==> src/include/rxm_pkg.sv <==
// constants and carrier types of the receive measurement block
package rxm_pkg;
    localparam int CLK_PERIOD_NS = 10;
    localparam int CAL_TIME_NS   = 10000;
    localparam int CAL_CYC       = (CAL_TIME_NS + CLK_PERIOD_NS - 1) / CLK_PERIOD_NS;
    localparam int THERM_TIME_NS = 100000;
    localparam int THERM_CYC     = (THERM_TIME_NS + CLK_PERIOD_NS - 1) / CLK_PERIOD_NS;
    localparam int AVG_DEPTH     = 256;
    localparam int FIR_TAPS      = 16;

    localparam logic [11:0] ADDR_CTRL   = 12'h000;
    localparam logic [11:0] ADDR_LVLCFG = 12'h004;
    localparam logic [11:0] ADDR_FILT   = 12'h008;
    localparam logic [11:0] ADDR_FDIV   = 12'h00c;
    localparam logic [11:0] ADDR_DETTH  = 12'h010;
    localparam logic [11:0] ADDR_STATUS = 12'h014;
    localparam logic [11:0] ADDR_LEVEL  = 12'h018;
    localparam logic [11:0] ADDR_LIVE   = 12'h01c;
    localparam logic [11:0] ADDR_FRAME  = 12'h020;
    localparam logic [11:0] ADDR_THERM  = 12'h024;
    localparam logic [11:0] ADDR_LIMA   = 12'h028;
    localparam logic [11:0] ADDR_LIMB   = 12'h02c;

    typedef enum logic [2:0] {
        RXM_SLEEP   = 3'b000,
        RXM_STANDBY = 3'b001,
        RXM_SYNTX   = 3'b010,
        RXM_TX      = 3'b011,
        RXM_SYNRX   = 3'b100,
        RXM_RX      = 3'b101
    } rxm_opmode_t;

    typedef struct packed {
        logic [2:0] op_mode;
        logic       spread_mode;
        logic       cal_start;
        logic       thermal_sensor_disable;
    } rxm_ctrl_t;

    typedef struct packed {
        logic signed [4:0] signal_level_compensation;
        logic [2:0]        signal_average_select;
    } rxm_lvlcfg_t;

    typedef struct packed {
        logic [1:0] filter_width_mantissa;
        logic [2:0] filter_width_exponent;
    } rxm_filt_t;

    typedef struct packed {
        logic signed [7:0] lim5;
        logic signed [7:0] lim4;
        logic signed [7:0] lim3;
        logic signed [7:0] lim2;
        logic signed [7:0] gain_step_limit_one;
    } rxm_lim_t;

    localparam rxm_ctrl_t   CTRL_RST   = 6'h08;
    localparam rxm_lvlcfg_t LVLCFG_RST = 8'h02;
    localparam rxm_filt_t   FILT_RST   = 5'h15;
    localparam logic [7:0]  DETTH_RST  = 8'hff;
    localparam rxm_lim_t    LIM_RST    = 40'hce_c4_ba_b0_a6;
    localparam logic signed [7:0] CAL_REF_LEVEL = 8'hc4;

    localparam logic [2:0] GAIN_G1 = 3'b001;
    localparam logic [2:0] GAIN_G2 = 3'b010;
    localparam logic [2:0] GAIN_G3 = 3'b011;
    localparam logic [2:0] GAIN_G4 = 3'b100;
    localparam logic [2:0] GAIN_G5 = 3'b110;
    localparam logic [2:0] GAIN_G6 = 3'b111;

    localparam logic signed [7:0] FIR_COEF [FIR_TAPS] = '{
        8'hfe, 8'hfd, 8'h00, 8'h08, 8'h14, 8'h23, 8'h30, 8'h38,
        8'h38, 8'h30, 8'h23, 8'h14, 8'h08, 8'h00, 8'hfd, 8'hfe};
endpackage

==> src/design/rxm_avg_mem.sv <==
// sample history memory with registered read-first output
`timescale 1ns/100ps
`default_nettype none
module rxm_avg_mem #(
    parameter int W     = 8,
    parameter int DEPTH = 256,
    parameter int AW    = 8
) (
    input  wire logic          clk,
    input  wire logic          we,
    input  wire logic [AW-1:0] waddr,
    input  wire logic [W-1:0]  wdata,
    input  wire logic [AW-1:0] raddr,
    output logic      [W-1:0]  rdata_q
);
    logic [W-1:0] mem [DEPTH];

    if (DEPTH != (1 << AW)) begin : g_chk
        $error("depth must be two to the address width");
    end

    always_ff @(posedge clk) begin
        rdata_q <= mem[raddr];
        if (we) begin
            mem[waddr] <= wdata;
        end
    end
endmodule
`default_nettype wire

==> src/design/rxm_fir16.sv <==
// sixteen tap channel filter
`timescale 1ns/100ps
`default_nettype none
module rxm_fir16
    import rxm_pkg::*;
#(
    parameter int W = 8
) (
    input  wire logic                pclk,
    input  wire logic                presetn,
    input  wire logic                in_valid,
    input  wire logic signed [W-1:0] in_data,
    output logic                     out_valid_q,
    output logic signed [W-1:0]      out_data_q
);
    localparam int SW = W + 12;
    logic signed [W-1:0] tap_q [FIR_TAPS];
    logic signed [SW-1:0] acc;

    if (W < 2) begin : g_chk
        $error("filter width too small");
    end

    always_comb begin
        acc = '0;
        for (int i = 0; i < FIR_TAPS; i++) begin
            acc = acc + SW'(tap_q[i] * FIR_COEF[i]);
        end
    end

    always_ff @(posedge pclk or negedge presetn) begin
        if (!presetn) begin
            for (int i = 0; i < FIR_TAPS; i++) tap_q[i] <= '0;
            out_valid_q <= 1'b0;
            out_data_q  <= '0;
        end else begin
            out_valid_q <= in_valid;
            if (in_valid) begin
                tap_q[0] <= in_data;
                for (int i = 1; i < FIR_TAPS; i++) tap_q[i] <= tap_q[i-1];
                out_data_q <= acc[W+7:8];
            end
        end
    end
endmodule
`default_nettype wire

==> src/design/rxm_top.sv <==
// receive signal strength, gain step, filter and thermal measurement block
`timescale 1ns/100ps
`default_nettype none
module rxm_top
    import rxm_pkg::*;
#(
    parameter int THERM_CONV = THERM_CYC,
    parameter int CAL_LEN    = CAL_CYC
) (
    input  wire logic               pclk,
    input  wire logic               presetn,
    input  wire logic [11:0]        paddr,
    input  wire logic               psel,
    input  wire logic               penable,
    input  wire logic               pwrite,
    input  wire logic [31:0]        pwdata,
    output logic      [31:0]        prdata,
    output logic                    pready,
    output logic                    pslverr,
    input  wire logic signed [7:0]  level_in,
    input  wire logic               level_valid,
    input  wire logic signed [7:0]  bb_sample,
    input  wire logic               bb_valid,
    input  wire logic               preamble_ok,
    input  wire logic               header_ok_event,
    input  wire logic               receive_complete_event,
    input  wire logic [7:0]         ss_level,
    input  wire logic               ss_valid,
    input  wire logic [7:0]         therm_adc,
    output logic                    rx_active,
    output logic signed [7:0]       rx_data,
    output logic                    rx_data_valid,
    output logic [2:0]              front_gain_step,
    output logic                    sensor_enable,
    output logic                    cal_busy
);
    import rxm_pkg::*;

    typedef enum logic [1:0] {
        RXM_IDLE = 2'b00,
        RXM_ENAB = 2'b01,
        RXM_ACT  = 2'b10
    } rxm_rxst_t;

    if (THERM_CONV < 1 || CAL_LEN < 1 || CAL_LEN > 65535 || THERM_CONV > 65535) begin : g_chk
        $error("timing counts out of range");
    end

    function automatic logic [8:0] avg_len(input logic [2:0] sel);
        avg_len = 9'h002 << sel;
    endfunction

    function automatic logic signed [7:0] sat8(input logic signed [9:0] v);
        if (v > 10'sd127) sat8 = 8'h7f;
        else if (v < -10'sd128) sat8 = 8'h80;
        else sat8 = v[7:0];
    endfunction

    ////////////////////////////////////////////////////////////////////////////
    // registers and apb

    rxm_ctrl_t   ctrl_q;
    rxm_lvlcfg_t lvlcfg_q;
    rxm_filt_t   filt_q;
    rxm_lim_t    lim_q;
    logic [7:0]  detth_q;
    logic [7:0]  level_rd_q;
    logic        level_ok_q;
    logic [7:0]  live_q;
    logic [7:0]  frame_q;
    logic [7:0]  therm_q;
    rxm_rxst_t   rxst_q;
    logic [31:0] prdata_q;
    logic        pready_q;
    logic        pslverr_q;
    logic [31:0] rd_mux;
    logic        hit;
    logic [15:0] fdiv;

    wire setup_rd = psel & ~penable;
    wire wr_ok    = psel & penable & pready_q & pwrite;
    wire wr_ctrl  = wr_ok & (paddr == ADDR_CTRL);

    // reserved mantissa or exponent zero gives divisor zero
    assign fdiv = (filt_q.filter_width_mantissa == 2'b11 || filt_q.filter_width_exponent == 3'h0) ? 16'h0000 :
                  (16'h0010 + {12'h000, filt_q.filter_width_mantissa, 2'b00}) <<
                  ({1'b0, filt_q.filter_width_exponent} + 4'h2);

    always_comb begin
        hit    = 1'b1;
        rd_mux = 32'h0000_0000;
        case (paddr)
            ADDR_CTRL:   rd_mux = {26'h0, ctrl_q.op_mode, ctrl_q.spread_mode, 1'b0, ctrl_q.thermal_sensor_disable};
            ADDR_LVLCFG: rd_mux = {24'h0, lvlcfg_q};
            ADDR_FILT:   rd_mux = {27'h0, filt_q};
            ADDR_FDIV:   rd_mux = {16'h0, fdiv};
            ADDR_DETTH:  rd_mux = {24'h0, detth_q};
            ADDR_STATUS: rd_mux = {26'h0, level_ok_q, front_gain_step, cal_busy, rx_active};
            ADDR_LEVEL:  rd_mux = {24'h0, level_rd_q};
            ADDR_LIVE:   rd_mux = {24'h0, live_q};
            ADDR_FRAME:  rd_mux = {24'h0, frame_q};
            ADDR_THERM:  rd_mux = {24'h0, therm_q};
            ADDR_LIMA:   rd_mux = lim_q[31:0];
            ADDR_LIMB:   rd_mux = {24'h0, lim_q[39:32]};
            default:     hit = 1'b0;
        endcase
    end

    always_ff @(posedge pclk or negedge presetn) begin
        if (!presetn) begin
            prdata_q  <= 32'h0000_0000;
            pready_q  <= 1'b0;
            pslverr_q <= 1'b0;
        end else begin
            pready_q  <= setup_rd;
            pslverr_q <= setup_rd & ~hit;
            if (setup_rd) prdata_q <= pwrite ? 32'h0000_0000 : rd_mux;
        end
    end

    always_ff @(posedge pclk or negedge presetn) begin
        if (!presetn) begin
            ctrl_q   <= CTRL_RST;
            lvlcfg_q <= LVLCFG_RST;
            filt_q   <= FILT_RST;
            detth_q  <= DETTH_RST;
            lim_q    <= LIM_RST;
        end else begin
            ctrl_q.cal_start <= 1'b0;
            if (wr_ctrl) ctrl_q <= pwdata[5:0];
            if (wr_ok && paddr == ADDR_LVLCFG) lvlcfg_q <= pwdata[7:0];
            if (wr_ok && paddr == ADDR_FILT) filt_q <= pwdata[4:0];
            if (wr_ok && paddr == ADDR_DETTH) detth_q <= pwdata[7:0];
            if (wr_ok && paddr == ADDR_LIMA) lim_q[31:0] <= pwdata;
            if (wr_ok && paddr == ADDR_LIMB) lim_q[39:32] <= pwdata[7:0];
        end
    end

    ////////////////////////////////////////////////////////////////////////////
    // calibration and gain step

    logic [15:0]       cal_cnt_q;
    logic signed [7:0] bias_q;
    logic signed [7:0] lvl_c;
    logic [2:0]        step;

    assign lvl_c = sat8(10'(level_in) + 10'(bias_q));
    assign step  = (lvl_c <= lim_q.gain_step_limit_one) ? GAIN_G1 :
                   (lvl_c <= lim_q.lim2) ? GAIN_G2 :
                   (lvl_c <= lim_q.lim3) ? GAIN_G3 :
                   (lvl_c <= lim_q.lim4) ? GAIN_G4 :
                   (lvl_c <= lim_q.lim5) ? GAIN_G5 : GAIN_G6;

    always_ff @(posedge pclk or negedge presetn) begin
        if (!presetn) begin
            cal_cnt_q       <= 16'h0000;
            cal_busy        <= 1'b0;
            bias_q          <= 8'h00;
            front_gain_step <= GAIN_G1;
        end else begin
            if (ctrl_q.cal_start && !cal_busy) begin
                cal_busy  <= 1'b1;
                cal_cnt_q <= 16'(CAL_LEN - 1);
            end else if (cal_busy) begin
                if (cal_cnt_q == 16'h0000) begin
                    cal_busy <= 1'b0;
                    bias_q   <= sat8(10'(CAL_REF_LEVEL) - 10'(level_in));
                end else begin
                    cal_cnt_q <= cal_cnt_q - 16'h0001;
                end
            end
            if (level_valid && !cal_busy) front_gain_step <= step;
        end
    end

    ////////////////////////////////////////////////////////////////////////////
    // moving average of the level

    logic [7:0]         wr_ptr_q;
    logic [8:0]         filled_q;
    logic [2:0]         sel_prev_q;
    logic               s1_v_q;
    logic               s1_full_q;
    logic signed [7:0]  s1_new_q;
    logic signed [16:0] sum_q;
    logic [7:0]         old_raw;
    logic signed [16:0] sum_d;
    logic signed [16:0] avg;
    logic signed [11:0] rd_val;

    wire [8:0] win    = avg_len(lvlcfg_q.signal_average_select);
    wire       lvl_v  = level_valid & ~cal_busy;
    wire       restart = cal_busy | (sel_prev_q != lvlcfg_q.signal_average_select);

    rxm_avg_mem #(.W(8), .DEPTH(AVG_DEPTH), .AW(8)) u_mem (
        .clk     (pclk),
        .we      (lvl_v),
        .waddr   (wr_ptr_q),
        .wdata   (lvl_c),
        .raddr   (wr_ptr_q - win[7:0]),
        .rdata_q (old_raw)
    );

    assign sum_d  = sum_q + 17'(s1_new_q) - (s1_full_q ? 17'(signed'(old_raw)) : 17'sd0);
    assign avg    = sum_d >>> ({1'b0, lvlcfg_q.signal_average_select} + 4'h1);
    assign rd_val = 12'(-(avg <<< 1)) + 12'(lvlcfg_q.signal_level_compensation);

    always_ff @(posedge pclk or negedge presetn) begin
        if (!presetn) begin
            wr_ptr_q   <= 8'h00;
            filled_q   <= 9'h000;
            sel_prev_q <= LVLCFG_RST.signal_average_select;
            s1_v_q     <= 1'b0;
            s1_full_q  <= 1'b0;
            s1_new_q   <= 8'h00;
            sum_q      <= 17'h00000;
            level_rd_q <= 8'h00;
            level_ok_q <= 1'b0;
        end else begin
            sel_prev_q <= lvlcfg_q.signal_average_select;
            s1_v_q     <= lvl_v & ~restart;
            if (restart) begin
                filled_q   <= 9'h000;
                sum_q      <= 17'h00000;
                level_ok_q <= 1'b0;
            end else begin
                if (lvl_v) begin
                    wr_ptr_q  <= wr_ptr_q + 8'h01;
                    s1_new_q  <= lvl_c;
                    s1_full_q <= (filled_q >= win);
                    if (filled_q < win) filled_q <= filled_q + 9'h001;
                end
                if (s1_v_q) begin
                    sum_q <= sum_d;
                    if (s1_full_q || filled_q >= win) begin
                        level_ok_q <= 1'b1;
                        level_rd_q <= (rd_val < 12'sd0) ? 8'h00 :
                                      (rd_val > 12'sd255) ? 8'hff : rd_val[7:0];
                    end
                end
            end
        end
    end

    ////////////////////////////////////////////////////////////////////////////
    // receive states and channel filter

    logic              fir_v;
    logic signed [7:0] fir_d;

    rxm_fir16 #(.W(8)) u_fir (
        .pclk        (pclk),
        .presetn     (presetn),
        .in_valid    (bb_valid),
        .in_data     (bb_sample),
        .out_valid_q (fir_v),
        .out_data_q  (fir_d)
    );

    wire in_rx  = (ctrl_q.op_mode == RXM_RX);
    wire detect = preamble_ok | (level_ok_q & (level_rd_q <= detth_q));

    always_ff @(posedge pclk or negedge presetn) begin
        if (!presetn) begin
            rxst_q        <= RXM_IDLE;
            rx_active     <= 1'b0;
            rx_data       <= 8'h00;
            rx_data_valid <= 1'b0;
        end else begin
            case (rxst_q)
                RXM_IDLE: if (in_rx) rxst_q <= RXM_ENAB;
                RXM_ENAB: begin
                    if (!in_rx) rxst_q <= RXM_IDLE;
                    else if (detect) rxst_q <= RXM_ACT;
                end
                RXM_ACT: begin
                    if (!in_rx) rxst_q <= RXM_IDLE;
                    else if (receive_complete_event) rxst_q <= RXM_ENAB;
                end
                default: rxst_q <= RXM_IDLE;
            endcase
            rx_active     <= (rxst_q == RXM_ACT);
            rx_data_valid <= (rxst_q == RXM_ACT) & fir_v;
            if (fir_v) rx_data <= fir_d;
        end
    end

    ////////////////////////////////////////////////////////////////////////////
    // spread-spectrum live and frame values

    logic [10:0] frm_acc_q;
    logic        in_frame_q;

    always_ff @(posedge pclk or negedge presetn) begin
        if (!presetn) begin
            live_q     <= 8'h00;
            frame_q    <= 8'h00;
            frm_acc_q  <= 11'h000;
            in_frame_q <= 1'b0;
        end else begin
            if (ss_valid) live_q <= ss_level;
            if (ctrl_q.spread_mode && ss_valid) begin
                frm_acc_q <= frm_acc_q - {3'h0, frm_acc_q[10:3]} + {3'h0, ss_level};
            end
            if (ctrl_q.spread_mode && receive_complete_event && in_frame_q) begin
                frame_q    <= frm_acc_q[10:3];
                in_frame_q <= 1'b0;
            end
            if (header_ok_event) in_frame_q <= 1'b1;
        end
    end

    ////////////////////////////////////////////////////////////////////////////
    // thermal sensor

    logic [7:0]  th_s1_q;
    logic [7:0]  th_s2_q;
    logic [15:0] th_cnt_q;

    wire th_run = ~ctrl_q.thermal_sensor_disable & (ctrl_q.op_mode != RXM_SLEEP) &
                  (ctrl_q.op_mode != RXM_STANDBY);

    always_ff @(posedge pclk or negedge presetn) begin
        if (!presetn) begin
            th_s1_q       <= 8'h00;
            th_s2_q       <= 8'h00;
            th_cnt_q      <= 16'h0000;
            therm_q       <= 8'h00;
            sensor_enable <= 1'b0;
        end else begin
            th_s1_q       <= therm_adc;
            th_s2_q       <= th_s1_q;
            sensor_enable <= th_run;
            if (!th_run) begin
                th_cnt_q <= 16'h0000;
            end else if (th_cnt_q == 16'(THERM_CONV - 1)) begin
                th_cnt_q <= 16'h0000;
                therm_q  <= th_s2_q;
            end else begin
                th_cnt_q <= th_cnt_q + 16'h0001;
            end
        end
    end

    assign prdata  = prdata_q;
    assign pready  = pready_q;
    assign pslverr = pslverr_q;
endmodule
`default_nettype wire

==> config.mk <==
export PLATFORM = sky130hd
export DESIGN_NAME = rxm_top
export DESIGN_NICKNAME = d
export VERILOG_FILES = /design/src/include/rxm_pkg.sv /design/src/design/rxm_avg_mem.sv /design/src/design/rxm_fir16.sv /design/src/design/rxm_top.sv
export SDC_FILE = /design/constraint.sdc
export NUM_CORES = 2
export LEC_CHECK = 0
export ABC_CLOCK_PERIOD_IN_PS = 18800
export BUFFER_PORTS_ARGS = -buffer_cell sky130_fd_sc_hd__buf_2
export CAP_MARGIN = 30
export CORE_MARGIN = 4
export CORE_UTILIZATION = 60
export CTS_BUF_LIST = sky130_fd_sc_hd__clkbuf_4
export CTS_CLUSTER_DIAMETER = 100
export DETAILED_ROUTE_END_ITERATION = 10
export MAX_ROUTING_LAYER = met4
export PLACE_DENSITY = 0.85
export SKIP_LAST_GASP = 1
export SLEW_MARGIN = 40
export SYNTH_ARGS = -nofsm -noshare
export SYNTH_HDL_FRONTEND = slang
export SYNTH_HIERARCHICAL = 1
export SYNTH_SLANG_ARGS = --single-unit
==> constraint.sdc <==
create_clock -name pclk -period 18.8 [get_ports pclk]
set_clock_uncertainty 0.2 [all_clocks]
set_input_delay 0.94 -clock pclk [delete_from_list [all_inputs] [get_ports pclk]]
set_output_delay 0.94 -clock pclk [all_outputs]
set_load 0.01 [all_outputs]
==> metrics.txt <==
CTS tree yes; Slew Limit Fails 0; total number of vias 66316; synth warn 6; Ports 136; Crit. End Element flop; DRC viols 0; H-tree Lvls 6; Resize count post-CTS 0; Max-cap violations 0; CP max stage cell a2111oi_0; dpl ws 9.46 ns; Bufs and invs on worst path 6; Worst-Margin Slew 1.06 ns; first-pass iteration count of the detailed router 9; CP Launch Type flop; die span in y 436 um; Netlist Area Pre-Place 110000 um2; ys flop type edfxtp_1; Mapped Cells 6705; Final TNS setup 0 ns; Hold WC Path Type flop to flop; post-synthesis sequential area ratio 65.2%; Crit Path Max Fanout 5; Initial DRC Count 9684; reg2reg setup slack 9.42 ns; CTS root buf clkbuf_4; clock latency at the later pin of the worst-skew pair 1.39 ns; Async SR Flop Fraction 16.4%; Layout Nets 8006; vias in the first global route 68805; worst hold margin 0.147 ns; Synth-to-Final Area Change 11.2%; unrepaired setup endpoints after global routing no; cell family with most CP delay adder cells; Wirelength per Cell 27.6 um; worst setup margin 9.42 ns; total wire length 282000 um; # rows 156; status finished, final reports clean; total gr overflow 0; Routed Antenna Nets 0; first-pass GRT wire length 425000 um; DIE AREA 190000 um2; syn_area_per_cell 16.4 um2; crit-path max cell delay 0.63 ns; Overall Global Routing Usage 30.4%; core area 182000 um2; Seq cells post-synth 2459; share of cells above drive strength 1 25.4%; Final Hold Fails 0; Tcrit/Tclk final 49.9%; Final Core Density 67.5%; drt via density 6.50; Final Critical Period 9.38 ns; Port Buffers 135; Synth Net Count 7330; clk buf depth 4; Initial Utilization 60.7%; library cells used by synthesis 107; clk sink count 2459; cell mode on critical path fa_1; CTS Buf Count 606; DPL Wire Length 173000 um; Setup violations, final 0; Clk pin slew, worst setup/hold paths 0.07 ns; number of synthesized flops with an enable pin 2048; Die X 436 um; Req. time, crit path 19.80 ns; FMAX 0.107 GHz; Critical Path AT 10.37 ns; slew margin rel. 29.0%; GPL Wtd Cong 0.968; Setup Crit Path Kind flop to flop; pin count of the biggest net entering global routing 197; initial antenna violation count 11
-- final timing paths --
check | from | to | cells after the start
worst max-delay path | u_fir/tap_q[64] | u_fir/out_data_q[7] | 31
max in group asynchronous | presetn | prdata[26] | 6
worst max register to register | u_fir/tap_q[64] | u_fir/out_data_q[7] | 31
worst min-delay path | th_s1_q[0] | th_s2_q[0] | 0
min in group asynchronous | presetn | u_fir/tap_q[96] | 4
worst min register to register | th_s1_q[0] | th_s2_q[0] | 0
-- timing repair --
| action | 4_1_cts | 5_1_grt |
|---|---|---|
| hold buffers | 142 | 0 |
| endpoints found under the hold margin | 305 | 0 |
| buffers inserted | 0 | 0 |
-- final cells by class --
cell class	count	area, um2
Sequential cell	2459	71800
Fill cell	11139	59000
Inverter	511	1950
Multi-Input combinational cell	3434	35300
Timing Repair Buffer	369	3080
Antenna cell	18	45.0
Clock inverter	176	860
Tap cell	2370	2970
Clock buffer	868	6520
-- synth_stat cells, types with 150 or more instances --
master,number,area (um2)
a21oi_1,180,901
inv_1,509,1910
nor2_1,405,1520
a22oi_1,150,1130
mux4_2,456,10300
mux2i_1,163,1630
o21ai_0,194,971
dfrtp_1,368,9210
ha_1,310,3880
nand2_1,262,983
clkbuf_1,172,646
edfxtp_1,2048,61500
fa_1,228,4560
-- stage by stage --
stage	instances	cell area [um2]
after floorplan	6705	110000
after global placement	8993	113000
after detailed placement	8996	113000
after CTS	10182	122000
after global routing	10201	122000
final	10205	122000
-- cells by family (layout without fill, tap and decap cells) --
group / after synthesis / count (layout) / synth area share (%)
flip-flops: 2459 / 2459 / 65.2
AND/OR/NAND/NOR: 1064 / 1064 / 4.52
AO/OA/AOI/OAI: 892 / 892 / 5.58
buffers and inverters: 812 / 1924 / 3.30
multiplexers: 769 / 769 / 12.4
adder cells (fa/ha/maj): 538 / 538 / 7.67
XOR/XNOR: 171 / 171 / 1.38
other: 0 / 18 / 0
-- layout by cell type (no fill, tap or decap), types with 141 or more instances in the layout --
cell type and n:
edfxtp_1 2048, fa_1 228, inv_1 506, dfrtp_1 366
o21ai_0 190, a21oi_1 178, mux2i_1 163, nor2_1 312
a22oi_1 150, ha_1 310, mux4_2 456, nand2_1 259
mux2_2 147, dlygate4sd3_1 141, clkbuf_4 868
-- flip-flops by register name (all words and copies together), names as in the netlist, 9 cells and up --
name and count:
u_fir/tap_q 128, filled_q 9, prdata 32, frm_acc_q 11, cal_cnt_q 16, u_mem/mem 2048, th_cnt_q 16, lim_q 40
sum_q 17
-- metal layers --
metal	GRT usage (%)	vias up	part of all wire, %
met5	-	-	0
li1	-	27321	-
met4	15.4	0	5.6
met3	8.38	1072	12
met2	45.9	4989	48
met1	38.1	32934	35
Power is not shown: default switching activity piles up to over one toggle a cycle in this logic, so the estimate is an artifact.
